### config.mk
export PLATFORM = sky130hd
export DESIGN_NAME = csu_compare_shadow
export DESIGN_NICKNAME = d
export VERILOG_FILES = /design/src/csu_pkg.sv /design/src/csu_event_select.sv /design/src/csu_compare_shadow.sv
export VERILOG_INCLUDE_DIRS = /design/src
export SDC_FILE = /design/constraint.sdc
export NUM_CORES = 1
export LEC_CHECK = 0
export BUFFER_PORTS_ARGS = -buffer_cell sky130_fd_sc_hd__buf_2
export CELL_PAD_IN_SITES_DETAIL_PLACEMENT = 1
export CELL_PAD_IN_SITES_GLOBAL_PLACEMENT = 1
export CORE_UTILIZATION = 30
export CTS_CLUSTER_DIAMETER = 80
export DETAILED_ROUTE_END_ITERATION = 12
export GPL_ROUTABILITY_DRIVEN = 0
export PLACE_DENSITY_LB_ADDON = 0.1
export SYNTH_ARGS = -nofsm -noshare
export SYNTH_HDL_FRONTEND = slang
export SYNTH_HIERARCHICAL = 1
export SYNTH_SLANG_ARGS = --single-unit
### constraint.sdc
create_clock -name core_clk -period 4.1 [get_ports core_clk]
set_input_delay 0.615 -clock core_clk [delete_from_list [all_inputs] [get_ports core_clk]]
set_output_delay 0.615 -clock core_clk [all_outputs]
set_load 0.02 [all_outputs]
### src/csu_defines.svh
// register offsets, field positions, reset values and widths of the compare shadow block
`ifndef CSU_DEFINES_SVH
`define CSU_DEFINES_SVH

`define CSU_ADDR_W 8
`define CSU_DATA_W 32
`define CSU_CNT_W 16
`define CSU_CHAN_N 6

`define CSU_OFS_CTRL 8'h00
`define CSU_OFS_VALUE 8'h04
`define CSU_OFS_SHADOW 8'h08
`define CSU_OFS_STATUS 8'h0C

`define CSU_SEL_LSB 22
`define CSU_SEL_MSB 24
`define CSU_UPD_LSB 18
`define CSU_UPD_MSB 20
`define CSU_COC_BIT 17
`define CSU_PEND_BIT 0

`define CSU_SEL_RST 3'h0
`define CSU_UPD_RST 3'h0
`define CSU_COC_RST 1'b0
`define CSU_VAL_RST 16'h0000
`define CSU_LAST_SEL 3'h5

`endif

### src/csu_pkg.sv
// types shared by the compare shadow update block
`include "csu_defines.svh"

package csu_pkg;

	// update method codes of the control field
	typedef enum logic [2:0] {
		CSU_UPD_IMMEDIATE = 3'h0,
		CSU_UPD_ZERO = 3'h1,
		CSU_UPD_DOWN_MATCH = 3'h2,
		CSU_UPD_UP_MATCH = 3'h3,
		CSU_UPD_ZERO_LOAD = 3'h4,
		CSU_UPD_ZERO_REPEAT = 3'h5,
		CSU_UPD_TRIGGER = 3'h6,
		CSU_UPD_UNUSED = 3'h7
	} csu_method_type;

	// software-visible channel control fields
	typedef struct packed {
		logic [2:0] second_up_event_source_sel;
		csu_method_type update_method;
		logic capture_or_compare_sel;
	} csu_ctrl_type;

	// state of the timer that the channel watches
	typedef struct packed {
		logic [`CSU_CNT_W-1:0] counter_value;
		logic [`CSU_CNT_W-1:0] load_value;
		logic [`CSU_CNT_W-1:0] repeat_counter;
		logic count_down;
		logic trigger_pulse;
		logic capture_strobe;
	} csu_timer_type;

	// equality of counter and a reference, used for zero, load and match
	function automatic logic csu_equal(input logic [`CSU_CNT_W-1:0] a,
		input logic [`CSU_CNT_W-1:0] b);
		return a == b;
	endfunction

endpackage

### src/csu_event_select.sv
// chooses the timer event that moves the shadow compare value into the active register
`timescale 1ns/1ns
`include "csu_defines.svh"

module csu_event_select (
	// configuration
	input wire csu_pkg::csu_ctrl_type ctrl,
	// timer state and active compare value
	input wire csu_pkg::csu_timer_type timer_in,
	input wire logic [`CSU_CNT_W-1:0] compare_match_value,
	// events
	output logic down_compare_match_event,
	output logic up_compare_match_event,
	output logic update_event
);
	import csu_pkg::*;

	logic zero_hit;
	logic load_hit;
	logic match_hit;
	logic repeat_zero;

	// raw counter conditions
	always_comb begin
		zero_hit = csu_equal(timer_in.counter_value, `CSU_VAL_RST);
		load_hit = csu_equal(timer_in.counter_value, timer_in.load_value);
		match_hit = csu_equal(timer_in.counter_value, compare_match_value);
		repeat_zero = csu_equal(timer_in.repeat_counter, `CSU_VAL_RST);
	end

	// match events exist only while the register is a compare register
	always_comb begin
		down_compare_match_event = match_hit && timer_in.count_down &&
			!ctrl.capture_or_compare_sel;
		up_compare_match_event = match_hit && !timer_in.count_down &&
			!ctrl.capture_or_compare_sel;
	end

	// method decode; zero-or-load is also usable in down count, but meant for up/down
	always_comb begin
		case (ctrl.update_method)
			CSU_UPD_ZERO: update_event = zero_hit;
			CSU_UPD_DOWN_MATCH: update_event = down_compare_match_event;
			CSU_UPD_UP_MATCH: update_event = up_compare_match_event;
			CSU_UPD_ZERO_LOAD: update_event = zero_hit || load_hit;
			CSU_UPD_ZERO_REPEAT: update_event = zero_hit && repeat_zero;
			CSU_UPD_TRIGGER: update_event = timer_in.trigger_pulse;
			default: update_event = 1'b0;
		endcase
	end

endmodule

### src/csu_compare_shadow.sv
// one capture/compare channel value register with selectable shadow update
//
// The register addresses and the address-and-strobe port were left to the implementer.
`timescale 1ns/1ns
`include "csu_defines.svh"

module csu_compare_shadow (
	// clock and reset
	input wire logic core_clk,
	input wire logic rstn,
	// register port
	input wire logic [`CSU_ADDR_W-1:0] reg_addr,
	input wire logic [`CSU_DATA_W-1:0] reg_wdata,
	input wire logic reg_wr,
	input wire logic reg_rd,
	output logic [`CSU_DATA_W-1:0] reg_rdata,
	// timer state, same clock domain
	input wire csu_pkg::csu_timer_type timer_in,
	input wire logic [`CSU_CHAN_N-1:0] up_event_in,
	// channel outputs
	output logic [`CSU_CNT_W-1:0] compare_match_value,
	output logic down_compare_match_event,
	output logic up_compare_match_event,
	output logic second_up_event,
	output logic capture_or_compare_sel,
	output logic shadow_update_pulse
);
	import csu_pkg::*;

	// control register state
	csu_ctrl_type ctrl_q;
	csu_ctrl_type ctrl_d;

	// value register state
	logic [`CSU_CNT_W-1:0] active_q;
	logic [`CSU_CNT_W-1:0] active_d;
	logic [`CSU_CNT_W-1:0] shadow_q;
	logic [`CSU_CNT_W-1:0] shadow_d;
	logic pending_q;
	logic pending_d;
	logic upd_pulse_q;
	logic upd_pulse_d;

	// read answer state
	logic [`CSU_DATA_W-1:0] rdata_q;
	logic [`CSU_DATA_W-1:0] rdata_d;

	// decoded accesses
	// all of these are combinational and settle within the same cycle
	logic wr_ctrl;
	logic wr_value;
	logic shadowed_mode;
	logic update_event;
	logic do_transfer;

	// address decode of the write strobe
	// reads need no decode here; the read mux looks at the address itself
	always_comb begin
		wr_ctrl = reg_wr && (reg_addr == `CSU_OFS_CTRL);
		wr_value = reg_wr && (reg_addr == `CSU_OFS_VALUE);
	end

	// event selection lives in its own module
	// match events compare against the active value, never the staged one
	csu_event_select u_event_select (
		.ctrl(ctrl_q),
		.timer_in(timer_in),
		.compare_match_value(active_q),
		.down_compare_match_event(down_compare_match_event),
		.up_compare_match_event(up_compare_match_event),
		.update_event(update_event)
	);

	// staging only applies in compare mode with a non-immediate method
	// a capture register never stages, whatever the method field holds
	always_comb begin
		shadowed_mode = !ctrl_q.capture_or_compare_sel &&
			(ctrl_q.update_method != CSU_UPD_IMMEDIATE);
		do_transfer = shadowed_mode && pending_q && update_event;
	end

	// control register next value; unused method code 7h is stored as written
	// a write replaces all three fields; reserved bits of the word are dropped
	always_comb begin
		ctrl_d = ctrl_q;
		if (wr_ctrl) begin
			ctrl_d.second_up_event_source_sel = reg_wdata[`CSU_SEL_MSB:`CSU_SEL_LSB];
			ctrl_d.update_method = csu_method_type'(reg_wdata[`CSU_UPD_MSB:`CSU_UPD_LSB]);
			ctrl_d.capture_or_compare_sel = reg_wdata[`CSU_COC_BIT];
		end
	end

	// control register flops
	// reset leaves the channel in compare mode with immediate update
	always_ff @(posedge core_clk or negedge rstn) begin
		if (!rstn) begin
			ctrl_q.second_up_event_source_sel <= `CSU_SEL_RST;
			ctrl_q.update_method <= csu_method_type'(`CSU_UPD_RST);
			ctrl_q.capture_or_compare_sel <= `CSU_COC_RST;
		end else begin
			ctrl_q <= ctrl_d;
		end
	end

	// value register next state
	// the transfer uses the old shadow; a write in the same cycle stays pending,
	// so a new value is never lost behind an update that was already due
	// a capture strobe and a software write in one cycle: the write wins
	always_comb begin
		active_d = active_q;
		shadow_d = shadow_q;
		pending_d = pending_q;
		upd_pulse_d = 1'b0;
		if (do_transfer) begin
			active_d = shadow_q;
			pending_d = 1'b0;
			upd_pulse_d = 1'b1;
		end
		if (ctrl_q.capture_or_compare_sel) begin
			// capture register: timer strobe or software write, no staging
			pending_d = 1'b0;
			if (timer_in.capture_strobe) begin
				active_d = timer_in.counter_value;
			end
			if (wr_value) begin
				active_d = reg_wdata[`CSU_CNT_W-1:0];
			end
		end else if (wr_value) begin
			if (shadowed_mode) begin
				shadow_d = reg_wdata[`CSU_CNT_W-1:0];
				pending_d = 1'b1;
			end else begin
				active_d = reg_wdata[`CSU_CNT_W-1:0];
				shadow_d = reg_wdata[`CSU_CNT_W-1:0];
				pending_d = 1'b0;
			end
		end
		if (!shadowed_mode && !ctrl_q.capture_or_compare_sel && !wr_value) begin
			// leaving a staged method drops any write that never got its event
			pending_d = 1'b0;
		end
	end

	// value register flops
	// pending marks a shadow write that still waits for its event
	always_ff @(posedge core_clk or negedge rstn) begin
		if (!rstn) begin
			active_q <= `CSU_VAL_RST;
			shadow_q <= `CSU_VAL_RST;
			pending_q <= 1'b0;
			upd_pulse_q <= 1'b0;
		end else begin
			active_q <= active_d;
			shadow_q <= shadow_d;
			pending_q <= pending_d;
			upd_pulse_q <= upd_pulse_d;
		end
	end

	// read mux; unmapped addresses and reserved bits read as zero
	// reads change no register, so a stray read strobe costs nothing
	always_comb begin
		rdata_d = '0;
		if (reg_rd) begin
			case (reg_addr)
				`CSU_OFS_CTRL: begin
					rdata_d[`CSU_SEL_MSB:`CSU_SEL_LSB] = ctrl_q.second_up_event_source_sel;
					rdata_d[`CSU_UPD_MSB:`CSU_UPD_LSB] = ctrl_q.update_method;
					rdata_d[`CSU_COC_BIT] = ctrl_q.capture_or_compare_sel;
				end
				`CSU_OFS_VALUE: begin
					rdata_d[`CSU_CNT_W-1:0] = active_q;
				end
				`CSU_OFS_SHADOW: begin
					rdata_d[`CSU_CNT_W-1:0] = shadow_q;
				end
				`CSU_OFS_STATUS: begin
					rdata_d[`CSU_PEND_BIT] = pending_q;
				end
				default: begin
					rdata_d = '0;
				end
			endcase
		end
	end

	// read data stands only in the cycle after the strobe
	// a flop here keeps the answer timing independent of the decode depth
	always_ff @(posedge core_clk or negedge rstn) begin
		if (!rstn) begin
			rdata_q <= '0;
		end else begin
			rdata_q <= rdata_d;
		end
	end

	// second up event mux; codes 6h and 7h select nothing
	// the guard keeps codes above five from indexing past the six-bit vector
	always_comb begin
		second_up_event = 1'b0;
		if (ctrl_q.second_up_event_source_sel <= `CSU_LAST_SEL) begin
			second_up_event = up_event_in[ctrl_q.second_up_event_source_sel];
		end
	end

	// outputs
	// match events come straight from the selector, without a flop
	assign reg_rdata = rdata_q;
	assign compare_match_value = active_q;
	assign capture_or_compare_sel = ctrl_q.capture_or_compare_sel;
	assign shadow_update_pulse = upd_pulse_q;

endmodule

### Yosys cells after proc, flatten, opt, wreduce, memory -nomap -nowiden

Cells that the tools add are included.

| storage, ports and cells | value |
|---|---|
| register bits | 73 |
| input bits | 101 |
| output and inout bits | 53 |

| cells by class | value |
|---|---|
| order comparisons | 2 |
| equality and inequality tests | 11 |
| mux-type cells | 21 |
| bitwise logic cells | 1 |
| reductions and logical operators | 23 |

Operators with widths:

| kind | count |
|---|---|
| 16-bit two-way mux | 6 |
| 16-bit == test | 2 |
| 16-bit logical NOT | 2 |
| 15-bit one-hot mux with 2 select lines | 1 |
| 25-bit two-way mux | 1 |
| 8-bit by 4-bit == test with 1-bit output (second input constant) | 2 |
| 1-bit logical AND | 12 |
| 3-bit == test (second input constant) | 3 |
| 8-bit by 3-bit == test with 1-bit output (second input constant) | 1 |
| 8-bit logical NOT | 1 |
| 1-bit two-way mux | 8 |
| 3-bit by 2-bit == test with 1-bit output (second input constant) | 2 |
| 1-bit one-hot mux with 6 select lines | 1 |
| 1-bit logical NOT | 4 |
| 3-bit by 4-bit less-than comparator with 1-bit output (second input constant) | 1 |
| 4-bit two-way mux | 1 |
| 4-bit nonzero test | 1 |
| 1-bit binary-select mux with 3-bit select | 1 |
| 3-bit by 1-bit == test with 1-bit output (second input constant) | 1 |
| 3-bit <= comparator (second input constant) | 1 |
| 3-bit two-way mux | 1 |
| 1-bit one-hot mux with 3 select lines | 1 |
| 3-bit nonzero test | 1 |
| 2-bit AND reduction | 1 |
| other kinds (2) | 2 |

### Depth between registers and ports, before layout

| logic depth | value |
|---|---|
| word-level depth | 9 |
| gate-level depth with buffers | 11 |
| gate-level depth less buffers | 10 |

### By module

The synthesis kept the hierarchy.

Modules (own cells, without submodules):

| module | instances | cells an instance | area an instance (um^2) |
|---|---|---|---|
| csu_compare_shadow | 1 | 305 | 3418.3 |
| csu_event_select | 1 | 71 | 504.2 |

### Least setup slack after synthesis

Ideal clock, no wire load.

| timing path | value |
|---|---|
| path kind | input -> register |
| start | input port timer_in[46] in the netlist's numbering |
| end | register active_q[14] (netlist: compare_match_value[14]) |
| library setup time | 0.134 ns |
| arrival | 2.645 ns |
| required time | 3.966 ns |
| slack | 1.321 ns |
| cell stages on the path | 11 |
| cell sequence | xor2_1 -> nor4_1 -> nand3_1 -> or4_1 -> a31oi_1 -> and3_1 -> and3b_1 -> clkbuf_1 -> a21boi_0 -> o221ai_1 -> nand4_1 |

| between the ends | value |
|---|---|
| longest elaborated chain between the ends | 9 |
| elaborated cells on any way between the ends | 17 |

Ends and longest elaborated chain:

| what | RTL line | source |
|---|---|---|
| start, declared | csu_compare_shadow.sv:18 | `input wire csu_pkg::csu_timer_type timer_in,` |
| 16-bit == test | csu_pkg.sv:38 | `return a == b;` |
| 1-bit logical AND (on tied branches) (2 in a row) | csu_event_select.sv:35, csu_event_select.sv:33 |  |
| 1-bit one-hot mux with 6 select lines * | csu_event_select.sv:41 | `case (ctrl.update_method)` |
| net update_event | csu_compare_shadow.sv:53 | `logic update_event;` |
| 1-bit logical AND * | csu_compare_shadow.sv:79 | `do_transfer = shadowed_mode && pending_q && update_event;` |
| 16-bit two-way mux * | csu_compare_shadow.sv:114 | `if (do_transfer) begin` |
| 16-bit two-way mux (on tied branches) | csu_compare_shadow.sv:129, csu_compare_shadow.sv:122 |  |
| 16-bit two-way mux (on tied branches) | csu_compare_shadow.sv:128, csu_compare_shadow.sv:125 |  |
| 16-bit two-way mux * | csu_compare_shadow.sv:119 | `if (ctrl_q.capture_or_compare_sel) begin` |
| net active_d[14] | csu_compare_shadow.sv:36 | `` logic [`CSU_CNT_W-1:0] active_d; `` |
| end signal, assigned | csu_compare_shadow.sv:148 | `` active_q <= `CSU_VAL_RST; `` |
| end signal, assigned | csu_compare_shadow.sv:153 | `active_q <= active_d;` |
| end, declared | csu_compare_shadow.sv:35 | `` logic [`CSU_CNT_W-1:0] active_q; `` |

The timed path passes the listed nets; every way through them passes the cells marked *.
A chain may end at the register's enable or synchronous reset.

### Worst setup path after layout

| timing path | value |
|---|---|
| start | input port timer_in[46] in the netlist's numbering |
| end | register active_q[7] (netlist: compare_match_value[7]) |

The elaborated chain is that of the path after synthesis.

==> results.yml <==
run_status:
  result_of_the_run: "finished, final reports clean"
pwr:
  power.share.clock_pct: 40.0
  sw_frac_of_total_pct: 31.9
  power.combinational.fraction_pct: 25.5
  p_per_area_nw_per_um2: 472
  power.share.sequential_pct: 34.6
  fin_total_pwr_mw: 2.40
  net_switching_power_mw: 0.767
  cellLeakagePower_nw: 2.37
  power.internal_mw: 1.64
  worst_ir_drop_vdd_mv: 0.365
setup_path:
  setup_crit_path_kind: "in2reg"
  critical_path.endpoint_type: "flip-flop"
  r2r-start: "compare_match_value[14]$_DFF_PN0_"
  worst_setup_path_startpoint: "timer_in[46]"
  r2r-end: "compare_match_value[7]$_DFF_PN0_"
  slack_of_the_worst_reg_to_reg_path_ns: 1.12
  critical_path.startpoint_type: "primary input"
  setup.worst_path.end: "compare_match_value[7]$_DFF_PN0_"
  cells_on_worst_reg2reg_path: 11
  maximum_fanout_count_along_the_critical_path: 33
  timing.critical_path.required_ns: 4.30
  worstPathArrival_ns: 3.29
floorplanning:
  initial_utilization_pct: 31.0
  die_width_um: 116
  die_height_um: 116
  top_level_ports: 154
  num_rows: 41
  placeableCoreArea_um2: 12700
  fp.dieArea_um2: 13500
final_layout:
  mostFrequentLayoutCells: "sky130_fd_sc_hd__buf_2 (135), sky130_fd_sc_hd__dfrtp_1 (64), sky130_fd_sc_hd__nand4_1 (38)"
  layout.nets: 604
  num_antenna_cells: 0
  area_growth_pct: 30.0
  mostFrequentLayoutCell: "sky130_fd_sc_hd__buf_2"
  post_route_cells_drive_above_1_share_pct: 38.4
  final.fill_count: 1475
cts:
  numClockSinks: 64
  buffer_cell_driving_the_clock_tree_root: "sky130_fd_sc_hd__clkbuf_16"
  clock_latency_ns: 0.34
  cts_tree: "yes"
  clk_pin_slew_ns: 0.05
  cts_made_buffers: 9
  clockBufferDepth: 2
  htree_levels: 3
  hold_buffers: 0
  post_cts_resize_count: 0
  postCtsSetupRepairBufs: 0
global_route:
  grt_util_met3_pct: 4.20
  top_usage_layer: "met2"
  all_layer_global_routing_usage_pct: 22.5
  met1_usage_pct: 28.2
  met2_track_demand_over_resource_pct: 37.9
  grt_overflow: 0
  grt_antenna_before_repair: 0
  number_of_global_route_vias_before_repair: 3941
  pin_count_of_the_biggest_net_entering_global_routing: 37
  grt_first_pass_wirelength_mm: 22.3
placed_design:
  port-buffer-count: 135
  dp_hpwl_mm: 10.1
run:
  timing.max_cap.violations: 0
yosys:
  synth_flop_cell: "sky130_fd_sc_hd__dfrtp_1"
  synth_compound_gate_area_share_pct: 17.5
  instance_count_of_the_mapped_netlist: 376
  main_combinational_cell_family_by_area_after_synthesis: "simple AND/OR/NAND/NOR gates"
  ys_warn_count: 6
  synthesis.area_um2: 3920
  synth_fa_ha_area_share_pct: 0
  synth_sequential_area_ratio_pct: 40.8
  synth_seq_cells: 64
  synth-edff-count: 0
  synth-async-reset-ratio_pct: 100
  netlist-cell-type-count: 46
  synth_simple_gate_area_share_pct: 20.8
  synthesis.area_per_instance_um2: 10.4
  synth-xor-area-share_pct: 7.37
  muxShareOfSynthArea_pct: 8.68
sta:
  holdWs_ns: 0.419
  fmaxAchievable_mhz: 324
  fin_setup_tns_ns: 0
  shortest_clock_period_the_worst_path_allows_after_layout_ns: 3.09
  report.final.slew_viol_count: 0
  max_slew_margin_pct: 30.3
  clock_skew_ns: 0.00715
  worst_pin_slew_ns: 1.05
  final-setup-viol-count: 0
  grt_setup_unrepaired: "no"
  final-hold-violation-count: 0
  final_min_period_over_clock_period_pct: 75.3
drt:
  drt_iter0_drc: 174
  via_count: 3841
  drt-wirelength-per-cell_um: 21.5
  antenna_violating_nets_post_route: 0
  drc: 0
  routed_wl_mm: 14.6
  viasPerCell: 5.65
  drt_pre_antenna_iters: 4
worst_hold_path:
  path_type_of_the_worst_min_delay_path: "in2async"
-- through the flow --
step	utilization, %	instances	setup WS (ns)	area (µm²)
floorplan	-	384	1.32	3950
global placement	37.3	664	0.828	4730
detailed placement	37.3	664	0.742	4730
CTS	40.2	680	1.04	5100
global route	40.2	680	0.853	5100
finish	40.2	680	1.01	5100
-- flip-flops by register name, indices dropped and copies added, names as in the netlist --
| name | flops |
|---|---|
| pending_q | 1 |
| capture_or_compare_sel | 1 |
| ctrl_q | 6 |
| compare_match_value | 16 |
| shadow_update_pulse | 1 |
| shadow_q | 16 |
| reg_rdata | 23 |
-- Yosys cell counts (2+ instances only) --
cell type | instances | area [µm²]
sky130_fd_sc_hd__nand2_2 | 2 | 12.5
sky130_fd_sc_hd__nor4_1 | 9 | 56.3
sky130_fd_sc_hd__and3_1 | 18 | 113
sky130_fd_sc_hd__nor2b_1 | 15 | 93.8
sky130_fd_sc_hd__or4_1 | 2 | 15.0
sky130_fd_sc_hd__and2_1 | 8 | 50.1
sky130_fd_sc_hd__a21oi_1 | 2 | 10.0
sky130_fd_sc_hd__clkinv_1 | 2 | 7.51
sky130_fd_sc_hd__a22oi_1 | 30 | 225
sky130_fd_sc_hd__o21ai_0 | 2 | 10.0
sky130_fd_sc_hd__dfrtp_1 | 64 | 1600
sky130_fd_sc_hd__nor3_1 | 5 | 25.0
sky130_fd_sc_hd__xor2_1 | 14 | 123
sky130_fd_sc_hd__xnor2_1 | 19 | 166
sky130_fd_sc_hd__clkbuf_1 | 22 | 82.6
sky130_fd_sc_hd__a31oi_1 | 4 | 25.0
sky130_fd_sc_hd__nand2_1 | 5 | 18.8
sky130_fd_sc_hd__o221ai_1 | 32 | 280
sky130_fd_sc_hd__nand4_1 | 38 | 238
sky130_fd_sc_hd__buf_4 | 10 | 75.1
sky130_fd_sc_hd__nor3b_1 | 2 | 15.0
sky130_fd_sc_hd__nor2_1 | 5 | 18.8
sky130_fd_sc_hd__a21boi_0 | 16 | 120
sky130_fd_sc_hd__mux2_2 | 18 | 203
sky130_fd_sc_hd__mux2_4 | 7 | 105
sky130_fd_sc_hd__nand3_1 | 5 | 25.0
-- how the worst min path moves through the flow --
stage / from / end / slack, ns / depth (start not counted)
global route: rstn / reg_rdata[12]$_DFF_PN0_ / 0.47 / 1
detailed placement: shadow_q[15]$_DFFE_PN0P_ / shadow_q[15]$_DFFE_PN0P_ / 0.51 / 1
global placement: shadow_q[5]$_DFFE_PN0P_ / shadow_q[5]$_DFFE_PN0P_ / 0.51 / 1
finish: rstn / reg_rdata[12]$_DFF_PN0_ / 0.42 / 1
CTS: rstn / reg_rdata[12]$_DFF_PN0_ / 0.44 / 1
floorplan: rstn / capture_or_compare_sel$_DFFE_PN0P_ / 0.32 / 0
-- routing by layer --
layer  vias up  part of all wire [%]
met5         -                     0
met4         0                   2.4
met3        26                   4.8
met2       148                    50
met1      1953                    43
li1       1714                     -
-- power by group through the flow --
stage               Sequential (mW)  Combinational [mW]  Clock (mW)
detailed placement            0.843               0.610           0
global placement              0.840               0.593           0
floorplan                     0.891               0.290           0
global route                  0.847               0.664        1.01
CTS                           0.833               0.615       0.984
finish                        0.831               0.613       0.961
-- final cells by class --
type	count	area, µm²	area share (%)
Sequential cell	64	1600	31.4
Multi-Input combinational cell	283	2170	42.6
Tap cell	172	215	4.22
Timing Repair Buffer	142	728	14.3
Inverter	3	11.3	0.221
Clock buffer	10	239	4.69
Clock inverter	6	130	2.55
-- critical path, stage by stage --
cell and delay, ns:
sky130_fd_sc_hd__buf_2 0.15, sky130_fd_sc_hd__xor2_1 0.19, sky130_fd_sc_hd__nor4_1 0.28, sky130_fd_sc_hd__nand3_1 0.10, sky130_fd_sc_hd__or4_1 0.46, sky130_fd_sc_hd__a31oi_1 0.19, sky130_fd_sc_hd__and3_1 0.19, sky130_fd_sc_hd__and3b_1 0.15
sky130_fd_sc_hd__buf_4 0.31, sky130_fd_sc_hd__a21boi_0 0.21, sky130_fd_sc_hd__o221ai_1 0.28, sky130_fd_sc_hd__nand4_1 0.15
-- logic make-up after synthesis --
group                  after synthesis
other                                1
AO/OA/AOI/OAI                       88
buffers and inverters               37
XOR/XNOR                            33
AND/OR/NAND/NOR                    126
multiplexers                        27
flip-flops                          64
No activity file was read; power rests on OpenSTA's default activity.
